$ cat config.mk
export PLATFORM = sky130hd
export DESIGN_NAME = adcc_top
export DESIGN_NICKNAME = d
export VERILOG_FILES = /design/src/verilog/adcc_pkg.sv /design/src/verilog/adcc_top.sv
export SDC_FILE = /design/constraint.sdc
export NUM_CORES = 1
export LEC_CHECK = 0
export ABC_AREA = 0
export BUFFER_PORTS_ARGS = -buffer_cell sky130_fd_sc_hd__buf_2
export CORE_UTILIZATION = 40
export DETAILED_ROUTE_END_ITERATION = 10
export PLACE_DENSITY = 0.68
export SLEW_MARGIN = 20
export SYNTH_ARGS = -nofsm -noshare
export SYNTH_HDL_FRONTEND = slang
export SYNTH_SLANG_ARGS = --single-unit
export TNS_END_PERCENT = 50
$ cat constraint.sdc
create_clock -name aclk -period 2.58 [get_ports aclk]
set_input_delay 0.387 -clock aclk [delete_from_list [all_inputs] [get_ports aclk]]
set_output_delay 0.387 -clock aclk [all_outputs]
set_load 0.02 [all_outputs]
$ cat src/verilog/adcc_pkg.sv
// Purpose: Shared constants and types for the converter control block
// Assumes: 32-bit AXI4-Lite register bus, one clock
// Notes:   Register offsets are indices; byte address is four times the index
package adcc_pkg;

    // ************************************************************
    // Register indices
    // ************************************************************
    localparam logic [7:0] IDX_RESULT_HIGH = 8'hc4;
    localparam logic [7:0] IDX_RESULT_LOW  = 8'hc5;
    localparam logic [7:0] IDX_MODE        = 8'hc6;
    localparam logic [7:0] IDX_START_STAT  = 8'hc7;
    localparam logic [7:0] IDX_IRQ_STATUS  = 8'hc8;
    localparam logic [7:0] IDX_IRQ_MASK    = 8'hc9;

    // ************************************************************
    // Field positions and fixed read values
    // ************************************************************
    localparam int         MODE_PERIOD_BIT  = 7;
    localparam int         MODE_TRIG_BIT    = 6;
    localparam int         STAT_FLAG_BIT    = 7;
    localparam int         IRQ_DONE_BIT     = 0;
    localparam logic [7:0] MODE_RSVD_ONES   = 8'h30;
    localparam logic [7:0] STAT_RSVD_ONES   = 8'h7f;
    localparam logic [3:0] CHAN_SEL_RESET   = 4'h0;
    localparam logic [3:0] CHAN_FIRST_CODE  = 4'h4;
    localparam logic [1:0] CHAN_NONE_UPPER  = 2'h0;
    localparam logic [7:0] IRQ_FIELD_MASK   = 8'h01;

    // ************************************************************
    // Conversion periods in system clock cycles
    // ************************************************************
    localparam int         PERIOD_LONG_CYC  = 62;
    localparam int         PERIOD_SHORT_CYC = 31;

    // ************************************************************
    // Bus answers
    // ************************************************************
    localparam logic [1:0] RESP_OKAY        = 2'h0;
    localparam logic [1:0] RESP_SLVERR      = 2'h2;

    // ************************************************************
    // Types
    // ************************************************************
    typedef enum logic {
        ADCC_IDLE,
        ADCC_CONVERT
    } adcc_state_t;

    typedef struct packed {
        logic       chan_enable;
        logic [3:0] chan_index;
        logic       sampling;
        logic       start_pulse;
    } adcc_core_ctrl_t;

endpackage

$ cat src/verilog/adcc_top.sv
// Purpose: Converter control with AXI4-Lite registers and a done interrupt
// Assumes: ext_trigger_pin and core data synchronous to aclk
// Notes:   Core result must be valid when the period count ends
//
// The AXI4-Lite register port was left to the implementer.

module adcc_top #(
    parameter int ADDR_W      = 12,
    parameter int LONG_CYC    = adcc_pkg::PERIOD_LONG_CYC,
    parameter int SHORT_CYC   = adcc_pkg::PERIOD_SHORT_CYC
) (
    input  wire logic                      aclk,
    input  wire logic                      aresetn,
    input  wire logic [ADDR_W-1:0]         s_axi_awaddr,
    input  wire logic                      s_axi_awvalid,
    output logic                           s_axi_awready,
    input  wire logic [31:0]               s_axi_wdata,
    input  wire logic [3:0]                s_axi_wstrb,
    input  wire logic                      s_axi_wvalid,
    output logic                           s_axi_wready,
    output logic [1:0]                     s_axi_bresp,
    output logic                           s_axi_bvalid,
    input  wire logic                      s_axi_bready,
    input  wire logic [ADDR_W-1:0]         s_axi_araddr,
    input  wire logic                      s_axi_arvalid,
    output logic                           s_axi_arready,
    output logic [31:0]                    s_axi_rdata,
    output logic [1:0]                     s_axi_rresp,
    output logic                           s_axi_rvalid,
    input  wire logic                      s_axi_rready,
    input  wire logic                      ext_trigger_pin,
    input  wire logic [9:0]                core_result,
    output adcc_pkg::adcc_core_ctrl_t      core_ctrl,
    output logic                           irq
);
    import adcc_pkg::*;

    // ************************************************************
    // Elaboration checks
    // ************************************************************
    if (ADDR_W < 10 || ADDR_W > 32) begin : g_bad_addr_w
        $error("adcc_top: ADDR_W must lie in 10 to 32");
    end
    if (LONG_CYC < 2 || LONG_CYC > 255) begin : g_bad_long_cyc
        $error("adcc_top: LONG_CYC must lie in 2 to 255");
    end
    if (SHORT_CYC < 2 || SHORT_CYC > 255) begin : g_bad_short_cyc
        $error("adcc_top: SHORT_CYC must lie in 2 to 255");
    end

    // ************************************************************
    // Functions
    // ************************************************************
    function automatic logic [7:0] word_index(input logic [ADDR_W-1:0] addr);
        logic [ADDR_W-1:0] shifted;
        shifted = addr >> 2;
        word_index = shifted[7:0];
    endfunction

    function automatic logic addr_ok(input logic [ADDR_W-1:0] addr);
        logic [ADDR_W-1:0] shifted;
        shifted = addr >> 2;
        addr_ok = (addr[1:0] == 2'h0) && (shifted[ADDR_W-1:8] == '0)
                  && (shifted[7:0] >= IDX_RESULT_HIGH) && (shifted[7:0] <= IDX_IRQ_MASK);
    endfunction

    function automatic logic chan_live(input logic [3:0] code);
        chan_live = (code[3:2] != CHAN_NONE_UPPER);
    endfunction

    // ************************************************************
    // Registers
    // ************************************************************
    logic                      period_sel_r;
    logic                      ext_trigger_enable_r;
    logic [3:0]                chan_sel_r;
    logic [7:0]                result_high_r;
    logic [7:0]                result_low_r;
    logic [7:0]                irq_status_r;
    logic [7:0]                irq_mask_r;
    logic                      trig_prev_r;
    logic [7:0]                count_r;
    adcc_state_t               state_r;
    logic                      start_pulse_r;
    logic                      bvalid_r;
    logic [1:0]                bresp_r;
    logic                      rvalid_r;
    logic [1:0]                rresp_r;
    logic [31:0]               rdata_r;
    logic                      aw_full_r;
    logic [ADDR_W-1:0]         awaddr_r;
    logic                      w_full_r;
    logic [31:0]               wdata_r;
    logic [3:0]                wstrb_r;
    logic                      chan_on_r;
    logic [3:0]                chan_idx_r;

    logic                      wr_fire;
    logic                      rd_fire;
    logic [7:0]                wr_idx;
    logic                      wr_ok;
    logic                      wr_lane0;
    logic                      wr_stat;
    logic                      trig_edge;
    logic                      start_req;
    logic                      abort_req;
    logic                      conv_done;
    logic [7:0]                period_last;
    logic [7:0]                rd_nxt;
    logic                      aw_take;
    logic                      w_take;
    logic                      aw_have;
    logic                      w_have;
    logic [ADDR_W-1:0]         wr_addr;
    logic [31:0]               wr_data;
    logic [3:0]                wr_strb;

    // ************************************************************
    // Bus handshakes
    // ************************************************************
    assign s_axi_awready = !aw_full_r && !bvalid_r;
    assign s_axi_wready  = !w_full_r && !bvalid_r;
    assign s_axi_arready = !rvalid_r;
    assign aw_take       = s_axi_awvalid && s_axi_awready;
    assign w_take        = s_axi_wvalid && s_axi_wready;
    assign aw_have       = aw_full_r || aw_take;
    assign w_have        = w_full_r || w_take;
    assign wr_fire       = aw_have && w_have && !bvalid_r;
    assign rd_fire       = s_axi_arvalid && !rvalid_r;
    assign wr_addr       = aw_full_r ? awaddr_r : s_axi_awaddr;
    assign wr_data       = w_full_r ? wdata_r : s_axi_wdata;
    assign wr_strb       = w_full_r ? wstrb_r : s_axi_wstrb;
    assign wr_idx        = word_index(wr_addr);
    assign wr_ok         = addr_ok(wr_addr);
    assign wr_lane0      = wr_fire && wr_ok && wr_strb[0];
    assign wr_stat       = wr_lane0 && (wr_idx == IDX_START_STAT);
    assign s_axi_bvalid  = bvalid_r;
    assign s_axi_bresp   = bresp_r;
    assign s_axi_rvalid  = rvalid_r;
    assign s_axi_rresp   = rresp_r;
    assign s_axi_rdata   = rdata_r;

    always_ff @(posedge aclk) begin
        if (!aresetn) begin
            bvalid_r <= 1'b0;
            bresp_r  <= RESP_OKAY;
        end else if (wr_fire) begin
            bvalid_r <= 1'b1;
            bresp_r  <= wr_ok ? RESP_OKAY : RESP_SLVERR;
        end else if (s_axi_bready) begin
            bvalid_r <= 1'b0;
        end
    end

    // ************************************************************
    // Write channel holding
    // ************************************************************
    always_ff @(posedge aclk) begin
        if (!aresetn) begin
            aw_full_r <= 1'b0;
            awaddr_r  <= '0;
        end else if (wr_fire) begin
            aw_full_r <= 1'b0;
        end else if (aw_take) begin
            aw_full_r <= 1'b1;
            awaddr_r  <= s_axi_awaddr;
        end
    end

    always_ff @(posedge aclk) begin
        if (!aresetn) begin
            w_full_r <= 1'b0;
            wdata_r  <= 32'h0000_0000;
            wstrb_r  <= 4'h0;
        end else if (wr_fire) begin
            w_full_r <= 1'b0;
        end else if (w_take) begin
            w_full_r <= 1'b1;
            wdata_r  <= s_axi_wdata;
            wstrb_r  <= s_axi_wstrb;
        end
    end

    // ************************************************************
    // Read data
    // ************************************************************
    always_comb begin
        rd_nxt = 8'h00;
        unique case (word_index(s_axi_araddr))
            IDX_RESULT_HIGH: rd_nxt = result_high_r;
            IDX_RESULT_LOW:  rd_nxt = result_low_r;
            IDX_MODE:        rd_nxt = {period_sel_r, ext_trigger_enable_r, 2'b00, chan_sel_r} | MODE_RSVD_ONES;
            IDX_START_STAT:  rd_nxt = {(state_r == ADCC_CONVERT), 7'h00} | STAT_RSVD_ONES;
            IDX_IRQ_STATUS:  rd_nxt = irq_status_r;
            IDX_IRQ_MASK:    rd_nxt = irq_mask_r;
            default:         rd_nxt = 8'h00;
        endcase
    end

    always_ff @(posedge aclk) begin
        if (!aresetn) begin
            rvalid_r <= 1'b0;
            rresp_r  <= RESP_OKAY;
            rdata_r  <= 32'h0000_0000;
        end else if (rd_fire) begin
            rvalid_r <= 1'b1;
            rresp_r  <= addr_ok(s_axi_araddr) ? RESP_OKAY : RESP_SLVERR;
            rdata_r  <= addr_ok(s_axi_araddr) ? {24'h00_0000, rd_nxt} : 32'h0000_0000;
        end else if (s_axi_rready) begin
            rvalid_r <= 1'b0;
        end
    end

    // ************************************************************
    // Mode register
    // ************************************************************
    always_ff @(posedge aclk) begin
        if (!aresetn) begin
            period_sel_r         <= 1'b0;
            ext_trigger_enable_r <= 1'b0;
            chan_sel_r           <= CHAN_SEL_RESET;
        end else if (wr_lane0 && wr_idx == IDX_MODE) begin
            period_sel_r         <= wr_data[MODE_PERIOD_BIT];
            ext_trigger_enable_r <= wr_data[MODE_TRIG_BIT];
            chan_sel_r           <= wr_data[3:0];
        end
    end

    // ************************************************************
    // Conversion sequencing
    // ************************************************************
    assign trig_edge   = ext_trigger_enable_r && (ext_trigger_pin != trig_prev_r);
    assign start_req   = (wr_stat && wr_data[STAT_FLAG_BIT]) || trig_edge;
    assign abort_req   = wr_stat && !wr_data[STAT_FLAG_BIT];
    assign period_last = period_sel_r ? 8'(SHORT_CYC - 1) : 8'(LONG_CYC - 1);
    assign conv_done   = (state_r == ADCC_CONVERT) && (count_r == period_last) && !start_req && !abort_req;

    always_ff @(posedge aclk) begin
        if (!aresetn) begin
            trig_prev_r <= 1'b0;
        end else begin
            trig_prev_r <= ext_trigger_pin;
        end
    end

    always_ff @(posedge aclk) begin
        if (!aresetn) begin
            state_r       <= ADCC_IDLE;
            count_r       <= 8'h00;
            start_pulse_r <= 1'b0;
        end else begin
            start_pulse_r <= start_req;
            unique case (state_r)
                ADCC_IDLE: begin
                    if (start_req) begin
                        state_r <= ADCC_CONVERT;
                        count_r <= 8'h00;
                    end
                end
                ADCC_CONVERT: begin
                    if (start_req) begin
                        count_r <= 8'h00;
                    end else if (abort_req) begin
                        state_r <= ADCC_IDLE;
                    end else if (conv_done) begin
                        state_r <= ADCC_IDLE;
                    end else begin
                        count_r <= count_r + 8'h01;
                    end
                end
            endcase
        end
    end

    // ************************************************************
    // Result registers
    // ************************************************************
    always_ff @(posedge aclk) begin
        if (conv_done) begin
            result_high_r <= core_result[9:2];
            result_low_r  <= {core_result[1:0], 6'h00};
        end
    end

    // ************************************************************
    // Interrupt status and mask
    // ************************************************************
    always_ff @(posedge aclk) begin
        if (!aresetn) begin
            irq_status_r <= 8'h00;
        end else begin
            if (wr_lane0 && wr_idx == IDX_IRQ_STATUS) begin
                irq_status_r <= irq_status_r & ~(wr_data[7:0] & IRQ_FIELD_MASK);
            end
            if (conv_done) begin
                irq_status_r[IRQ_DONE_BIT] <= 1'b1;
            end
        end
    end

    always_ff @(posedge aclk) begin
        if (!aresetn) begin
            irq_mask_r <= 8'h00;
        end else if (wr_lane0 && wr_idx == IDX_IRQ_MASK) begin
            irq_mask_r <= wr_data[7:0] & IRQ_FIELD_MASK;
        end
    end

    assign irq = |(irq_status_r & irq_mask_r);

    // ************************************************************
    // Core control
    // ************************************************************
    always_ff @(posedge aclk) begin
        if (!aresetn) begin
            chan_on_r  <= 1'b0;
            chan_idx_r <= 4'h0;
        end else begin
            chan_on_r  <= chan_live(chan_sel_r);
            chan_idx_r <= chan_live(chan_sel_r) ? (chan_sel_r - CHAN_FIRST_CODE) : 4'h0;
        end
    end

    assign core_ctrl = '{
        chan_enable: chan_on_r,
        chan_index:  chan_idx_r,
        sampling:    (state_r == ADCC_CONVERT),
        start_pulse: start_pulse_r
    };

endmodule

==> flow_summary_export.csv <==
group,metric,value,unit
grt,overflow,0,
setup_path,r2r-start,"aw_full_r",
setup_path,critPathRequiredTime,2.81,ns
yosys,synth_area_leaders,"dfxtp_1 36%, edfxtp_1 9.4%, mux2i_1 8.8%, buf_4 7.1%, nor2_1 5.3%",
yosys,ys_seq_area_share,45.25,%
timing,tns,0,ns
timing,setup_viol,0,
timing,max_freq,0.4264,GHz
setup_path,max_stage_delay,0.56,ns
pwr,totalPowerFinal,2.103,mW
setup_path,path_cells,"or4b_1, o22ai_2, o2111ai_2, or3_4, nand3_2, o21ba_1",
grt,grt.busiest_layer,"met2",
yosys,synth_area,3186,µm²
setup_path,r2r_cells,6,
timing,skew,0.008746,ns
clocking,cts.sinks,67,
floorplan,chipWidth,91.24,µm
setup_path,cp_max_fo,12,
flow_run,cap_violations,0,
yosys,synth_top_area_cell,"dfxtp_1",
placed_design,dpl.hpwl,4.804,mm
timing,rsz0062_at_grt,"no",
yosys,synth.top_cells.by_count,"57 x dfxtp_1, 45 x nor2_1, 34 x nand2_1",
layout,num_antenna_cells,0,
pwr,ir_worst_vdd,249.3,µV
yosys,synth-async-reset-ratio,0,%
hold_path,hp-start,"core_result[7]",
clocking,clk_pin_slew,0.07,ns
yosys,synth_edf_count,10,
hold_path,holdCritPathClass,"in2reg",
layout,final_cell_count_no_fill,517,
yosys,avgSynthCellArea,9.453,µm²
clocking,cts_root_buf,"clkbuf_8",
clocking,numCtsBuffers,9,
grt,track_usage,16.48,%
floorplan,rows,32,
grt,grt_antenna_before_repair,0,
timing,tightest_slew,1.034,ns
hold_path,worstHoldPathCells,1,
setup_path,r2r-end,"count_r[4]",
clocking,insertion_delay,0.34,ns
timing,period_minus_slack,2.345,ns
floorplan,ioPinCount,127,
hold_path,hold_path_end,"result_high_r[5]",
floorplan,fp.coreArea,7727,µm²
setup_path,critPathTopFamily,"simple AND/OR/NAND/NOR gates",
floorplan,initial_utilization,41.22,%
timing,slew_headroom,30.99,%
setup_path,path_buf_inv,0,
clocking,cts_max_path_buffers,2,
placed_design,dp.cells,501,
placed_design,routabilityCongestion,0.7692,
yosys,ys_warn_count,0,
drt,wirelength,6.444,mm
grt,met1_usage,20.73,%
yosys,synth_cell_types,51,
placed_design,io_buffers,71,
yosys,synth_top_area_share,35.82,%
yosys,synth_ff_type,"dfxtp_1",
layout,nets,490,
status,status,"complete, no violations",
clocking,h-tree-depth,3,
setup_path,worstPathArrival,2.58,ns
drt,ant_nets,0,
drt,wl_per_cell,12.46,µm
yosys,synth_most_common_cell,"dfxtp_1",
yosys,ys_seq_elements,67,
pwr,p_leak,1.635,nW
grt,grt_pass1_wl,10.83,mm
timing,fin_crit_sh,90.90,%
setup_path,criticalPathCategory,"reg2reg",
layout,drive_gt1_share,26.51,%
yosys,netlist_instances,337,
timing,hold_viol_final,0,
drt,drt-pass1-iter-count,6,
setup_path,cp-end-kind,"flip-flop",
clocking,post-cts-setup-buffer-count,0,
pwr,powerDensity,566.4,nW/µm²
drt,drt_iter0_drc,131,
drt,drc,0,
setup_path,crit_slowest_cell,"dfxtp_1",
grt,grt_pass1_vias,2435,
clocking,cts_tree,"built",
grt,grt_max_degree,32,
setup_path,critPathLaunchType,"flip-flop",
grt,grt_util_met3,3.936,%
drt,route.vias.total,2533,
setup_path,reg2reg_slack,0.23,ns
timing,timing.hold.ws,0.2187,ns
floorplan,die_area,8325,µm²
floorplan,dieHeight,91.24,µm
drt,routed_via_density,4.899,
layout,area_growth,16.54,%
timing,slew_viol_final,0,
grt,grtUsageMet2,27.15,%
routing by layer:
layer  wire length [µm]  vias to the layer above
met5                  0                        -
met4                 84                        0
met3                247                        6
met2               3048                       61
met1               3064                     1190
li1                   -                     1276
cell families (layout without fill, tap and decap cells):
kind of cell / count (synthesis) / in the layout / share of synthesized area (%)
and+or+nand+nor: 127 / 127 / 20.35
DFF: 67 / 67 / 45.25
AOI/OAI and AO/OA: 53 / 53 / 11.27
buffers and inverters: 46 / 99 / 9.073
muxes: 38 / 38 / 12.33
xor gates and xnor gates: 3 / 3 / 0.8250
adders and majority gates: 2 / 2 / 0.7854
other: 1 / 26 / 0.1177
worst max-delay path by stage:
| stage | startpoint | to | slack, ns | depth (start not counted) |
|---|---|---|---|---|
| finish | aw_full_r | count_r[4] | 0.23 | 6 |
| global route | aw_full_r | count_r[4] | 0.11 | 6 |
| CTS | aw_full_r | result_high_r[4] | 0.18 | 5 |
| detailed placement | s_axi_awaddr[5] | result_high_r[4] | 0.17 | 6 |
| global placement | s_axi_awaddr[5] | result_high_r[1] | 0.20 | 6 |
| floorplan | s_axi_awaddr[0] | count_r[4] | 0.50 | 6 |
area by class of cell:
type	instances	area [µm²]
fill	753	4015
multi-input combinational	249	1551
sequential	67	1441
timing repair buffer	77	400.4
clock buffer	10	127.6
tap	102	127.6
clock inverter	6	41.29
inverter	6	22.52
report_power, final:
part           internal [mW]  switching [mW]  total [mW]
Clock                  0.348           0.395       0.743
Combinational          0.102           0.153       0.255
Sequential              1.08          0.0218        1.10
per-stage QoR:
step / setup slack, ns / util [%] / cell area (µm²)
global route: 0.1109 / 48.04 / 3712
CTS: 0.1788 / 48.01 / 3710
floorplan: 0.4992 / - / 3279
global placement: 0.2019 / 45.82 / 3541
detailed placement: 0.1711 / 45.82 / 3541
finish: 0.2347 / 48.04 / 3712
state kept, by name, indices dropped and copies added, names as in the netlist, 2 cells and up:
register	flops
awaddr_r	12
chan_idx_r	4
chan_sel_r	4
count_r	8
result_high_r	8
result_low_r	2
s_axi_rdata	8
wdata_r	6
cells in the final DEF, fill, tap and decap left out, types with 2 or more instances in the layout:
| cell type | n |
|---|---|
| nor3_1 | 3 |
| nand3_1 | 3 |
| nor4b_1 | 2 |
| o211ai_1 | 3 |
| nor4_1 | 2 |
| ha_1 | 2 |
| or3_1 | 3 |
| clkinvlp_4 | 2 |
| or4_1 | 2 |
| mux2i_1 | 28 |
| conb_1 | 26 |
| nand3b_1 | 3 |
| o21ai_1 | 2 |
| nor4bb_1 | 5 |
| xor2_1 | 3 |
| o211a_1 | 2 |
| inv_1 | 6 |
| o21ai_0 | 12 |
| buf_2 | 71 |
| o21a_1 | 2 |
| o31ai_1 | 2 |
| and2_1 | 6 |
| a21oi_1 | 14 |
| buf_4 | 6 |
| nor2b_1 | 3 |
| dfxtp_1 | 57 |
| mux2_2 | 10 |
| edfxtp_1 | 10 |
| nor2_1 | 44 |
| nand2_1 | 34 |
| a2bb2oi_1 | 2 |
| a21o_1 | 3 |
| nand4_1 | 2 |
| clkbuf_8 | 9 |
| a31o_2 | 2 |
| a22oi_1 | 2 |
| nand2b_1 | 6 |
repair_timing:
item                       4_1_cts  5_1_grt
hold buffers                     0        0
setup endpoints to repair        0       10
resized for setup                0        1
No activity file was read; power rests on OpenSTA's default activity.
